==> config.mk <==
export PLATFORM = sky130hd
export DESIGN_NAME = wpt_timer
export DESIGN_NICKNAME = d
export VERILOG_FILES = /design/src/design/wpt_pkg.sv /design/src/design/wpt_pin_if.sv /design/src/design/wpt_pin_filter.sv /design/src/design/wpt_timer.sv
export SDC_FILE = /design/constraint.sdc
export NUM_CORES = 1
export LEC_CHECK = 0
export ABC_AREA = 0
export BUFFER_PORTS_ARGS = -buffer_cell sky130_fd_sc_hd__buf_2
export CORE_MARGIN = 3
export CORE_UTILIZATION = 40
export CTS_CLUSTER_DIAMETER = 150
export CTS_CLUSTER_SIZE = 8
export DETAILED_ROUTE_END_ITERATION = 12
export REMOVE_ABC_BUFFERS = 1
export SLEW_MARGIN = 25
export SYNTH_ARGS = -nofsm -noshare
export SYNTH_HDL_FRONTEND = slang
export SYNTH_HIERARCHICAL = 1
export SYNTH_SLANG_ARGS = --single-unit
==> constraint.sdc <==
create_clock -name clk_i -period 3.9 [get_ports clk_i]
set_input_delay 0.585 -clock clk_i [delete_from_list [all_inputs] [get_ports clk_i]]
set_output_delay 0.585 -clock clk_i [all_outputs]
set_load 0.02 [all_outputs]
==> src/design/wpt_pkg.sv <==
/*
  wpt_pkg: constants and types for the window / pulse-width timer.
  assumes a single 100 MHz clock domain; no bus, control bits are plain ports.
*/
`default_nettype none
package wpt_pkg;
  localparam int unsigned CNT_W = 16;
  localparam logic [1:0] START_STOP = 2'h0;
  localparam logic [1:0] START_RISE = 2'h2;
  localparam logic [1:0] START_FALL = 2'h3;
  localparam logic [1:0] START_CMD = 2'h1;
  localparam logic MODE_WINDOW = 1'h0;
  localparam logic MODE_PWM = 1'h1;
  localparam logic CAP_DOUBLE = 1'h0;
  localparam logic CAP_SINGLE = 1'h1;
  localparam logic [CNT_W-1:0] CNT_ZERO = 16'h0000;
  localparam logic [CNT_W-1:0] CNT_ONE = 16'h0001;
  localparam logic [CNT_W-1:0] CNT_RST = 16'h0000;
  // pin noise filter: reject <= 4 clocks, always pass >= 12 clocks
  localparam int unsigned FILT_REJECT_CYC = 4;
  localparam int unsigned FILT_PASS_CYC = 12;
  localparam int unsigned FILT_W = 4;
  localparam logic [FILT_W-1:0] FILT_THRESH = 4'h8;
  localparam int unsigned SYS_CLK_MHZ = 100;
  localparam int unsigned DIV_W = 12;
  // source clock divide exponents per select code
  localparam logic [3:0] DIV_EXP_00 = 4'hb;
  localparam logic [3:0] DIV_EXP_01 = 4'h7;
  localparam logic [3:0] DIV_EXP_10 = 4'h3;
  localparam logic [3:0] DIV_EXP_11 = 4'h0;
  typedef enum logic [2:0] {
    WPT_IDLE = 3'h1,
    WPT_WAIT = 3'h2,
    WPT_RUN = 3'h4
  } wpt_state_t;
endpackage
`default_nettype wire

==> src/design/wpt_pin_if.sv <==
/*
  wpt_pin_if: carries the filtered timer input level and its edge pulses.
  assumes producer and consumer share clk_i.
*/
`timescale 1ns/1ps
`default_nettype none
interface wpt_pin_if;
  logic level;
  logic rise;
  logic fall;
  modport src (output level, output rise, output fall);
  modport dst (input level, input rise, input fall);
endinterface
`default_nettype wire

==> src/design/wpt_pin_filter.sv <==
/*
  wpt_pin_filter: synchronises and debounces the timer input pin, emits edges.
  assumes the pin is asynchronous to clk_i; reset is synchronous active low.
*/
`timescale 1ns/1ps
`default_nettype none
module wpt_pin_filter (
  input wire logic clk_i,
  input wire logic rst_b_i,
  input wire logic pin_i,
  wpt_pin_if.src pin
);
  logic sync_a;
  logic sync_b;
  logic [wpt_pkg::FILT_W-1:0] run_cnt;
  logic level;
  logic level_d;
  wire differs = sync_b != level;
  wire settle = differs && (run_cnt == wpt_pkg::FILT_THRESH);

  always_ff @(posedge clk_i)
  begin
    if (!rst_b_i)
    begin
      sync_a <= 1'b0;
      sync_b <= 1'b0;
    end
    else
    begin
      sync_a <= pin_i;
      sync_b <= sync_a;
    end
  end

  // a new level must persist 9 clocks: kills <=4-clock glitches, 12-clock pulses survive
  always_ff @(posedge clk_i)
  begin
    if (!rst_b_i)
    begin
      run_cnt <= '0;
      level <= 1'b0;
      level_d <= 1'b0;
    end
    else
    begin
      level_d <= level;
      if (!differs)
        run_cnt <= '0;
      else if (settle)
      begin
        run_cnt <= '0;
        level <= sync_b;
      end
      else
        run_cnt <= run_cnt + 4'h1;
    end
  end

  assign pin.level = level;
  assign pin.rise = level && !level_d;
  assign pin.fall = !level && level_d;
endmodule
`default_nettype wire

==> src/design/wpt_timer.sv <==
/*
  wpt_timer: window-gated counting and pulse-width / period capture timer.
  assumes control fields only change while start_edge_select_i is stopped.
*/
// Operation
// - window mode counts source ticks while window open
// - window polarity selects high or low counting
// - window compare match pulses irq, clears counter
// - pulse mode starts counting on trigger edge
// - selects trigger edge and single/double capture
// - opposite edge captures counter and pulses irq
// - single-edge: load one, wait for next trigger
// - single-edge counter holds one until next edge
// - double-edge: trigger edge captures, clears, continues
// - input filter rejects short pulses
// - stop state forces start select to stopped
`timescale 1ns/1ps
`default_nettype none
module wpt_timer #(
  parameter int unsigned CNT_W = wpt_pkg::CNT_W
) (
  input wire logic clk_i,
  input wire logic rst_b_i,
  input wire logic timer_input_pin_i,
  input wire logic [1:0] start_edge_select_i,
  input wire logic mode_i,
  input wire logic window_neg_i,
  input wire logic capture_edge_mode_i,
  input wire logic [1:0] source_clock_select_i,
  input wire logic prescaler_divide_select_i,
  input wire logic stop_enter_i,
  input wire logic [CNT_W-1:0] period_compare_reg_i,
  output logic [CNT_W-1:0] capture_reg_o,
  output logic [CNT_W-1:0] count_o,
  output logic [1:0] start_edge_select_o,
  output logic running_o,
  output logic timer_irq_o
);
  wpt_pin_if pin ();
  wpt_pin_filter u_filter (
    .clk_i(clk_i),
    .rst_b_i(rst_b_i),
    .pin_i(timer_input_pin_i),
    .pin(pin)
  );

  logic [1:0] start_sel;
  logic [1:0] sel_seen;
  logic [wpt_pkg::DIV_W-1:0] div_cnt;
  logic [CNT_W-1:0] cnt;
  logic [CNT_W-1:0] next_cnt;
  logic [CNT_W-1:0] cap;
  logic irq;
  logic next_irq;
  logic do_cap;
  logic running;
  wpt_pkg::wpt_state_t state;
  wpt_pkg::wpt_state_t next_state;

  function automatic logic [3:0] div_exp(input logic [1:0] sel, input logic dv);
    logic [3:0] e;
    e = 4'h0;
    unique case (sel)
      2'h0: e = wpt_pkg::DIV_EXP_00;
      2'h1: e = wpt_pkg::DIV_EXP_01;
      2'h2: e = wpt_pkg::DIV_EXP_10;
      2'h3: e = wpt_pkg::DIV_EXP_11;
    endcase
    if (dv && sel != 2'h3)
      e = e + 4'h1;
    return e;
  endfunction

  // counter step, shared by window and capture counting
  function automatic logic [CNT_W-1:0] inc(input logic [CNT_W-1:0] v);
    return v + {{(CNT_W-1){1'b0}}, 1'b1};
  endfunction

  // a change on the select port counts as a software write of the field
  wire sel_write = start_edge_select_i != sel_seen;

  // stop entry clears the image and it stays clear until software writes
  // the field again; a stale start code on the port must not restart it
  always_ff @(posedge clk_i)
  begin
    if (!rst_b_i)
    begin
      start_sel <= wpt_pkg::START_STOP;
      sel_seen <= wpt_pkg::START_STOP;
    end
    else
    begin
      sel_seen <= start_edge_select_i;
      if (stop_enter_i)
        start_sel <= wpt_pkg::START_STOP;
      else if (sel_write)
        start_sel <= start_edge_select_i;
    end
  end

  wire stopped = start_sel == wpt_pkg::START_STOP;
  wire [3:0] exp_sel = div_exp(source_clock_select_i, prescaler_divide_select_i);
  wire [wpt_pkg::DIV_W:0] div_mask = ({{wpt_pkg::DIV_W{1'b0}}, 1'b1} << exp_sel) - 1'b1;
  wire tick = stopped ? 1'b0 :
    ((div_cnt & div_mask[wpt_pkg::DIV_W-1:0]) == '0);

  // divider restarts on every start so the first tick lands on a known clock
  always_ff @(posedge clk_i)
  begin
    if (!rst_b_i || stopped)
      div_cnt <= '0;
    else
      div_cnt <= div_cnt + 12'h001;
  end

  // trigger edge per start select; opposite edge is the other one
  wire trig_fall = start_sel == wpt_pkg::START_FALL;
  wire trig_edge = trig_fall ? pin.fall : pin.rise;
  wire opp_edge = trig_fall ? pin.rise : pin.fall;
  wire win_open = window_neg_i ? !pin.level : pin.level;
  wire match = cnt == period_compare_reg_i;
  wire single = capture_edge_mode_i == wpt_pkg::CAP_SINGLE;

  always_comb
  begin
    next_cnt = cnt;
    next_state = state;
    next_irq = 1'b0;
    do_cap = 1'b0;
    if (stopped)
    begin
      next_state = wpt_pkg::WPT_IDLE;
      next_cnt = wpt_pkg::CNT_ZERO;
    end
    else if (mode_i == wpt_pkg::MODE_WINDOW)
    begin
      next_state = wpt_pkg::WPT_RUN;
      // compare runs every clock, so software keeps the compare value above 0
      if (match)
      begin
        next_irq = 1'b1;
        next_cnt = wpt_pkg::CNT_ZERO;
      end
      else if (tick && win_open)
        next_cnt = inc(cnt);
    end
    else
    begin
      unique case (state)
        wpt_pkg::WPT_IDLE, wpt_pkg::WPT_WAIT:
        begin
          if (trig_edge)
          begin
            next_state = wpt_pkg::WPT_RUN;
            // counter keeps 0 from idle or the held 1 from wait
          end
          else if (state == wpt_pkg::WPT_WAIT)
            next_cnt = wpt_pkg::CNT_ONE;
        end
        wpt_pkg::WPT_RUN:
        begin
          if (opp_edge && single)
          begin
            do_cap = 1'b1;
            next_irq = 1'b1;
            next_cnt = wpt_pkg::CNT_ONE;
            next_state = wpt_pkg::WPT_WAIT;
          end
          else if (opp_edge)
          begin
            do_cap = 1'b1;
            next_irq = 1'b1;
            if (tick)
              next_cnt = inc(cnt);
          end
          else if (trig_edge && !single)
          begin
            do_cap = 1'b1;
            next_irq = 1'b1;
            next_cnt = wpt_pkg::CNT_ZERO;
          end
          else if (tick)
            next_cnt = inc(cnt);
        end
        default:
          next_state = wpt_pkg::WPT_IDLE;
      endcase
    end
  end

  always_ff @(posedge clk_i)
  begin
    if (!rst_b_i)
    begin
      state <= wpt_pkg::WPT_IDLE;
      cnt <= wpt_pkg::CNT_RST;
      cap <= wpt_pkg::CNT_RST;
      irq <= 1'b0;
      running <= 1'b0;
    end
    else
    begin
      state <= next_state;
      // registered so the status port leaves a flip-flop like the others
      running <= next_state == wpt_pkg::WPT_RUN;
      cnt <= next_cnt;
      irq <= next_irq;
      if (do_cap)
        cap <= cnt;
    end
  end

  assign capture_reg_o = cap;
  assign count_o = cnt;
  assign start_edge_select_o = start_sel;
  assign running_o = running;
  assign timer_irq_o = irq;
endmodule
`default_nettype wire

==> results.tsv, run 1 <==
stage	metric	value	unit
yosys	netlist.area_leader.share	39.2	%
floorplanning	core-area	7410	µm²
floorplanning	die_x	94.3	µm
placement	dp_cells	492	
layout	diodes	0	
layout	n_fill_cell	726	
yosys	ys_warn_count	6	
routing	drtPass1Iterations	4	
floorplanning	rows	31	
timing	finalCriticalPeriod	2.36	ns
layout	drive_above_1_share	22.7	%
hold_path	hold-path-endpoint	u_filter/sync_b$_SDFF_PN0_	
layout	finalNonFillerCells	508	
timing	finalSetupViolations	0	
power_and_ir_drop	power_density	328	nW/µm²
power_and_ir_drop	seqPwrFrac	53.5	%
global_route	met2_usage	25.8	%
setup_path	max_stage_delay	0.43	ns
yosys	yosysUniqueCellTypes	57	
global_route	overflow	0	
hold_path	hold_path_startpoint	u_filter/sync_a$_SDFF_PN0_	
timing	final_hold_viol_count	0	
setup_path	cp-end-kind	flip-flop	
setup_path	cp-start-kind	flip-flop	
routing	drtAntennaViolNets	0	
cts	cts_tree	yes	
global_route	grt_pass1_wl	11800	µm
routing	drt_iter0_markers	95	
global_route	grtUsageMet3	3.77	%
routing	dr_total_vias	2658	
status	status	finished clean	
cts	cts.sinks	61	
cts	htree_num_levels	3	
cts	cts_buffer_depth	2	
yosys	synthArstFlopShare	0	%
routing	wl_per_cell	13.9	µm
setup_path	r2r_slack	1.54	ns
floorplanning	initial_core_util	42.1	%
yosys	synth.cell_area	3120	µm²
floorplanning	dieArea	8880	µm²
power_and_ir_drop	p_total	0.00119	W
floorplanning	io_pins	64	
placement	gp_congestion	0.798	
layout	syn_to_final_growth	16.1	%
layout	seqCellArea	1220	µm²
setup_path	cp.arrival	2.60	ns
setup_path	r2r_end	count_o[7]$_SDFFE_PP0P_	
routing	vias_per_cell	5.23	
timing	maxSlewViolCount	0	
yosys	synthCells	345	
global_route	grt_max_degree	27	
run	cap_violations	0	
setup_path	crit_slowest_cell	dfxtp_1	
layout	most-common-layout-cells	buf_2 (63), dfxtp_1 (61), nor2_1 (38)	
setup_path	r2r-start	u_filter/pin.level$_SDFFE_PN0P_	
global_route	grt_pass1_vias	2540	
power_and_ir_drop	p_int	0.000888	W
yosys	synth-edff-count	0	
routing	post-route-drc-count	0	
timing	timing.final.crit_share	60.6	%
cts	hold_buffers	0	
yosys	synthTopCellsByArea	dfxtp_1 (39%), mux2i_1 (6.7%), xor2_1 (6.7%), nor2_1 (4.6%), nor2b_1 (4.2%)	
setup_path	cp.required	4.14	ns
global_route	antenna_found_initial	0	
cts	clock_latency	0.34	ns
yosys	yosysTopAreaCell	dfxtp_1	
power_and_ir_drop	cellLeakagePower	1.49	nW
timing	max_slew_margin	61.6	%
setup_path	worstRegToRegCells	8	
power_and_ir_drop	power_switching	0.000299	W
yosys	synthFlopType	dfxtp_1	
yosys	syn_area_per_cell	9.03	µm²
yosys	synth_seq_cells	61	
floorplanning	die_y	94.3	µm
timing	setup_tns	0	ns
cts	cts-resized-gates	0	
global_route	track_usage	17.0	%
global_route	grt_util_met1	22.5	%
power_and_ir_drop	pwr-share-comb	6.9	%
cts	cts.clk_slew.worst_paths	0.07	ns
timing	tightestPinTransition	0.574	ns
power_and_ir_drop	ir_drop	0.139	mV
setup_path	crit_top_cell	a211o_1	
cts	ctsRootBufferMaster	clkbuf_8	
layout	final_common_cell	buf_2	
placement	port_buffers	63	
routing	wl	7060	µm
power_and_ir_drop	p_sw_share	25.2	%
layout	finalNetCount	436	
setup_path	crit_type	reg -> reg	
power_and_ir_drop	pwr-share-clk	39.6	%
placement	dpl.hpwl	4950	µm
yosys	synth_seq_area_share	39.2	%
timing	rsz0062_at_grt	false	
global_route	busiest_layer	met2	
hold_path	hp-class	reg -> reg	
setup_path	crit_chain	and2b_1, a211o_1, a21boi_1, a211o_1, o21bai_1, o211ai_2, nand2b_1, and3_1	
setup_path	path_max_fanout	13	
timing	clock.fmax	0.423	GHz
timing	skew	0.00539	ns
cts	cts_buffers	9	
layout	multi_input_area	1750	µm²
cts	cts_setup_buffers	0	
hold_path	holdPathStages	1	
## metal layers
layer  wire [µm]  vias up  share of wire [%]
met2        3100       62                 44
met1        3490     1249                 49
met3         298       12                4.2
met5           0        -                  0
met4         176        0                2.5
li1            -     1335                  -
## worst max-delay path by stage
stage	from	endpoint	slack (ns)	cells after the start
2_1_floorplan	start_edge_select_o[0]$_SDFFE_PP0P_	count_o[2]$_SDFFE_PP0P_	1.35	5
3_3_place_gp	mode_i	capture_reg_o[0]$_SDFFE_PN0P_	1.28	8
3_5_place_dp	mode_i	capture_reg_o[5]$_SDFFE_PN0P_	1.26	8
4_1_cts	u_filter/pin.level$_SDFFE_PN0P_	capture_reg_o[9]$_SDFFE_PN0P_	1.51	7
5_1_grt	u_filter/pin.level$_SDFFE_PN0P_	capture_reg_o[0]$_SDFFE_PN0P_	1.24	7
6_report	u_filter/pin.level$_SDFFE_PN0P_	count_o[7]$_SDFFE_PP0P_	1.54	8
## cells in the mapped netlist, types with 5 or more instances
| library cell | count |
|---|---|
| xnor2_1 | 9 |
| nand3_1 | 14 |
| o21ai_0 | 5 |
| inv_1 | 7 |
| a31oi_1 | 5 |
| dfxtp_1 | 61 |
| nor2_1 | 38 |
| nor3_1 | 6 |
| clkbuf_1 | 6 |
| nor2b_1 | 21 |
| nor4_1 | 6 |
| mux2i_1 | 21 |
| nand2_1 | 21 |
| xor2_1 | 24 |
| a21oi_1 | 13 |
| and2_1 | 6 |
## area by class of cell
cell class / count / share of cell area [%]
Sequential cell: 61 / 33.8
Multi-Input combinational cell: 259 / 48.4
Clock buffer: 11 / 3.63
Timing Repair Buffer: 65 / 9.13
Inverter: 8 / 0.830
Clock inverter: 5 / 0.761
Tap cell: 99 / 3.43
## flip-flops by register name, summed over array words and instances (netlist names)
signal / cells
capture_reg_o: 16
u_filter/pin.level: 1
div_cnt: 12
u_filter/sync_b: 1
state: 3
timer_irq_o: 1
start_edge_select_o: 2
sel_seen: 2
u_filter/run_cnt: 4
u_filter/level_d: 1
running_o: 1
u_filter/sync_a: 1
count_o: 16
## kinds of logic (layout without fill, tap and decap cells)
| group | count (synthesis) | after routing | share of synthesized area, % |
|---|---|---|---|
| DFF | 61 | 61 | 39.2 |
| muxes | 21 | 21 | 6.75 |
| AOI/OAI and AO/OA | 59 | 59 | 13.8 |
| buffers and inverters | 25 | 89 | 4.58 |
| xor gates and xnor gates | 33 | 33 | 9.28 |
| and+or+nand+nor | 142 | 142 | 24.8 |
| adders and majority gates | 4 | 4 | 1.61 |
## critical path: cells and delay by family (launching register included)
kind             cells  cell delay (ns)
AND/OR/NAND/NOR      3             0.70
AO/OA/AOI/OAI        5             1.14
flip-flops           1             0.43
## per-stage QoR
stage	hold WS, ns	utilization, %	instance area (µm²)	worst slack, ns
2_1_floorplan	0.412	-	3000	1.35
3_3_place_gp	0.420	46.7	3460	1.28
3_5_place_dp	0.421	46.7	3460	1.26
4_1_cts	0.433	48.8	3620	1.51
5_1_grt	0.445	48.8	3620	1.24
6_report	0.432	48.8	3620	1.54
## power groups by stage
stage                     registers [W]  clock network [W]  logic [W]
final                          0.000635           0.000470  0.0000823
after global routing           0.000635           0.000513  0.0000914
after CTS                      0.000634           0.000483  0.0000826
after detailed placement       0.000649                  0  0.0000822
after global placement         0.000649                  0  0.0000814
after floorplan                0.000649                  0  0.0000461
(Power assumes the default switching activity.)
==> inputs of run 2 (changes only) <==
- clock period: 3.9 -> 2.2 ns (I/O delays scaled with it)
==> results.tsv, run 2 (same netlist as run 1, synthesis figures left out) <==
stage	metric	value	unit
status	status	finished clean	
cts	cts_buffer_depth	2	
routing	vias_per_cell	5.08	
timing	skew	0.0135	ns
cts	ctsRootBufferMaster	clkbuf_8	
floorplanning	dieArea	8880	µm²
layout	syn_to_final_growth	30.3	%
run	cap_violations	0	
layout	seqCellArea	1220	µm²
power_and_ir_drop	pwr-share-comb	7.5	%
global_route	busiest_layer	met2	
cts	clock_latency	0.34	ns
power_and_ir_drop	p_total	0.00242	W
routing	wl_per_cell	14.1	µm
hold_path	hold-path-endpoint	u_filter/sync_a$_SDFF_PN0_	
timing	timing.final.crit_share	95.0	%
global_route	antenna_found_initial	0	
timing	clock.fmax	0.478	GHz
setup_path	r2r-start	div_cnt[5]$_SDFF_PP0_	
routing	drt_iter0_markers	109	
global_route	grt_util_met1	24.8	%
power_and_ir_drop	pwr-share-clk	46.1	%
timing	setup_tns	0	ns
routing	drtPass1Iterations	4	
routing	drtAntennaViolNets	0	
floorplanning	io_pins	64	
cts	htree_num_levels	3	
global_route	overflow	0	
power_and_ir_drop	p_int	0.00184	W
floorplanning	die_x	94.3	µm
cts	cts_tree	yes	
placement	gp_congestion	0.879	
hold_path	holdPathStages	2	
global_route	grt_pass1_wl	13100	µm
cts	cts.sinks	61	
setup_path	worstRegToRegCells	6	
setup_path	cp-start-kind	flip-flop	
timing	tightestPinTransition	0.513	ns
global_route	grt_pass1_vias	2763	
setup_path	crit_type	reg -> reg	
global_route	met2_usage	29.7	%
timing	max_slew_margin	65.5	%
setup_path	cp-end-kind	flip-flop	
layout	fin_area	4060	µm²
floorplanning	die_y	94.3	µm
global_route	grt_max_degree	25	
placement	dpl_cell_area	3770	µm²
timing	finalSetupViolations	0	
power_and_ir_drop	power_switching	0.000580	W
cts	hold_buffers	0	
timing	maxSlewViolCount	0	
hold_path	hp-class	in -> reg	
hold_path	hold_path_startpoint	timer_input_pin_i	
routing	dr_total_vias	2788	
global_route	grtUsageMet3	5.69	%
setup_path	cp.arrival	2.36	ns
power_and_ir_drop	seqPwrFrac	46.4	%
layout	drive_above_1_share	32.4	%
layout	final_common_cell	buf_2	
floorplanning	rows	31	
setup_path	path_max_fanout	4	
power_and_ir_drop	ir_drop	0.546	mV
layout	finalNetCount	477	
layout	multi_input_area	1810	µm²
cts	cts.clk_slew.worst_paths	0.08	ns
routing	post-route-drc-count	0	
layout	fin_util	54.8	%
timing	finalCriticalPeriod	2.09	ns
power_and_ir_drop	cellLeakagePower	1.73	nW
setup_path	r2r_slack	0.11	ns
floorplanning	initial_core_util	42.1	%
placement	port_buffers	63	
layout	n_fill_cell	688	
placement	dpl.hpwl	5670	µm
setup_path	r2r_end	count_o[3]$_SDFFE_PP0P_	
routing	wl	7760	µm
power_and_ir_drop	p_sw_share	24.0	%
layout	diodes	0	
cts	cts_buffers	9	
timing	final_hold_viol_count	0	
setup_path	cp.required	2.47	ns
power_and_ir_drop	power_density	595	nW/µm²
layout	most-common-layout-cells	buf_2 (63), dfxtp_1 (59), buf_4 (42)	
global_route	track_usage	18.7	%
floorplanning	core-area	7410	µm²
run 2: final cells by class:
type	instances	area share (%)
clock buffers	9	3.05
clock inverters	7	2.43
inverters	8	0.740
multi-input cells	259	44.6
flip-flops and latches	61	30.1
well taps	99	3.05
repair buffers	106	16.0
run 2: stage by stage:
| step | std cells | hold slack (ns) | setup WS, ns |
|---|---|---|---|
| 2_1_floorplan | 328 | 0.412 | -0.350 |
| 3_3_place_gp | 532 | 0.416 | 0.123 |
| 3_5_place_dp | 532 | 0.417 | 0.0583 |
| 4_1_cts | 548 | 0.176 | 0.0421 |
| 5_1_grt | 549 | 0.182 | -0.0256 |
| 6_report | 549 | 0.193 | 0.109 |
run 2: timing repair:
action,in CTS,in global routing
endpoints found under the setup margin,0,13
resized for setup,0,12
setup buffers,0,1
run 2: how the worst max path moves through the flow:
stage	startpoint	end	slack [ns]	cells past startpoint
after floorplan	start_edge_select_o[0]$_SDFFE_PP0P_	count_o[2]$_SDFFE_PP0P_	-0.35	5
after global placement	period_compare_reg_i[7]	count_o[15]$_SDFFE_PP0P_	0.12	9
after detailed placement	source_clock_select_i[0]	count_o[2]$_SDFFE_PP0P_	0.06	8
after CTS	u_filter/pin.level$_SDFFE_PN0P_	count_o[11]$_SDFFE_PP0P_	0.04	9
after global routing	u_filter/pin.level$_SDFFE_PN0P_	count_o[14]$_SDFFE_PP0P_	-0.03	9
final	div_cnt[5]$_SDFF_PP0_	count_o[3]$_SDFFE_PP0P_	0.11	6
run 2: metal layers:
layer  vias to the layer above  routed length [µm]
met4                         0                  78
met2                        55                3650
met5                         -                   0
met1                      1316                3700
met3                         7                 340
li1                       1410                   -
run 2: critical path: stages (launching register included):
cell	delay (ns)
dfxtp_1	0.34
nor4_1	0.38
a32oi_2	0.23
nor3b_2	0.40
o21ai_4	0.08
or4_4	0.52
o211ai_2	0.08
run 2: power groups by stage:
| stage | registers [W] | logic (W) | clock network (W) |
|---|---|---|---|
| 4_1_cts | 0.00112 | 0.000175 | 0.00114 |
| 6_report | 0.00112 | 0.000182 | 0.00111 |
| 3_3_place_gp | 0.00115 | 0.000171 | 0 |
| 5_1_grt | 0.00112 | 0.000199 | 0.00120 |
| 3_5_place_dp | 0.00115 | 0.000173 | 0 |
| 2_1_floorplan | 0.00115 | 0.0000817 | 0 |
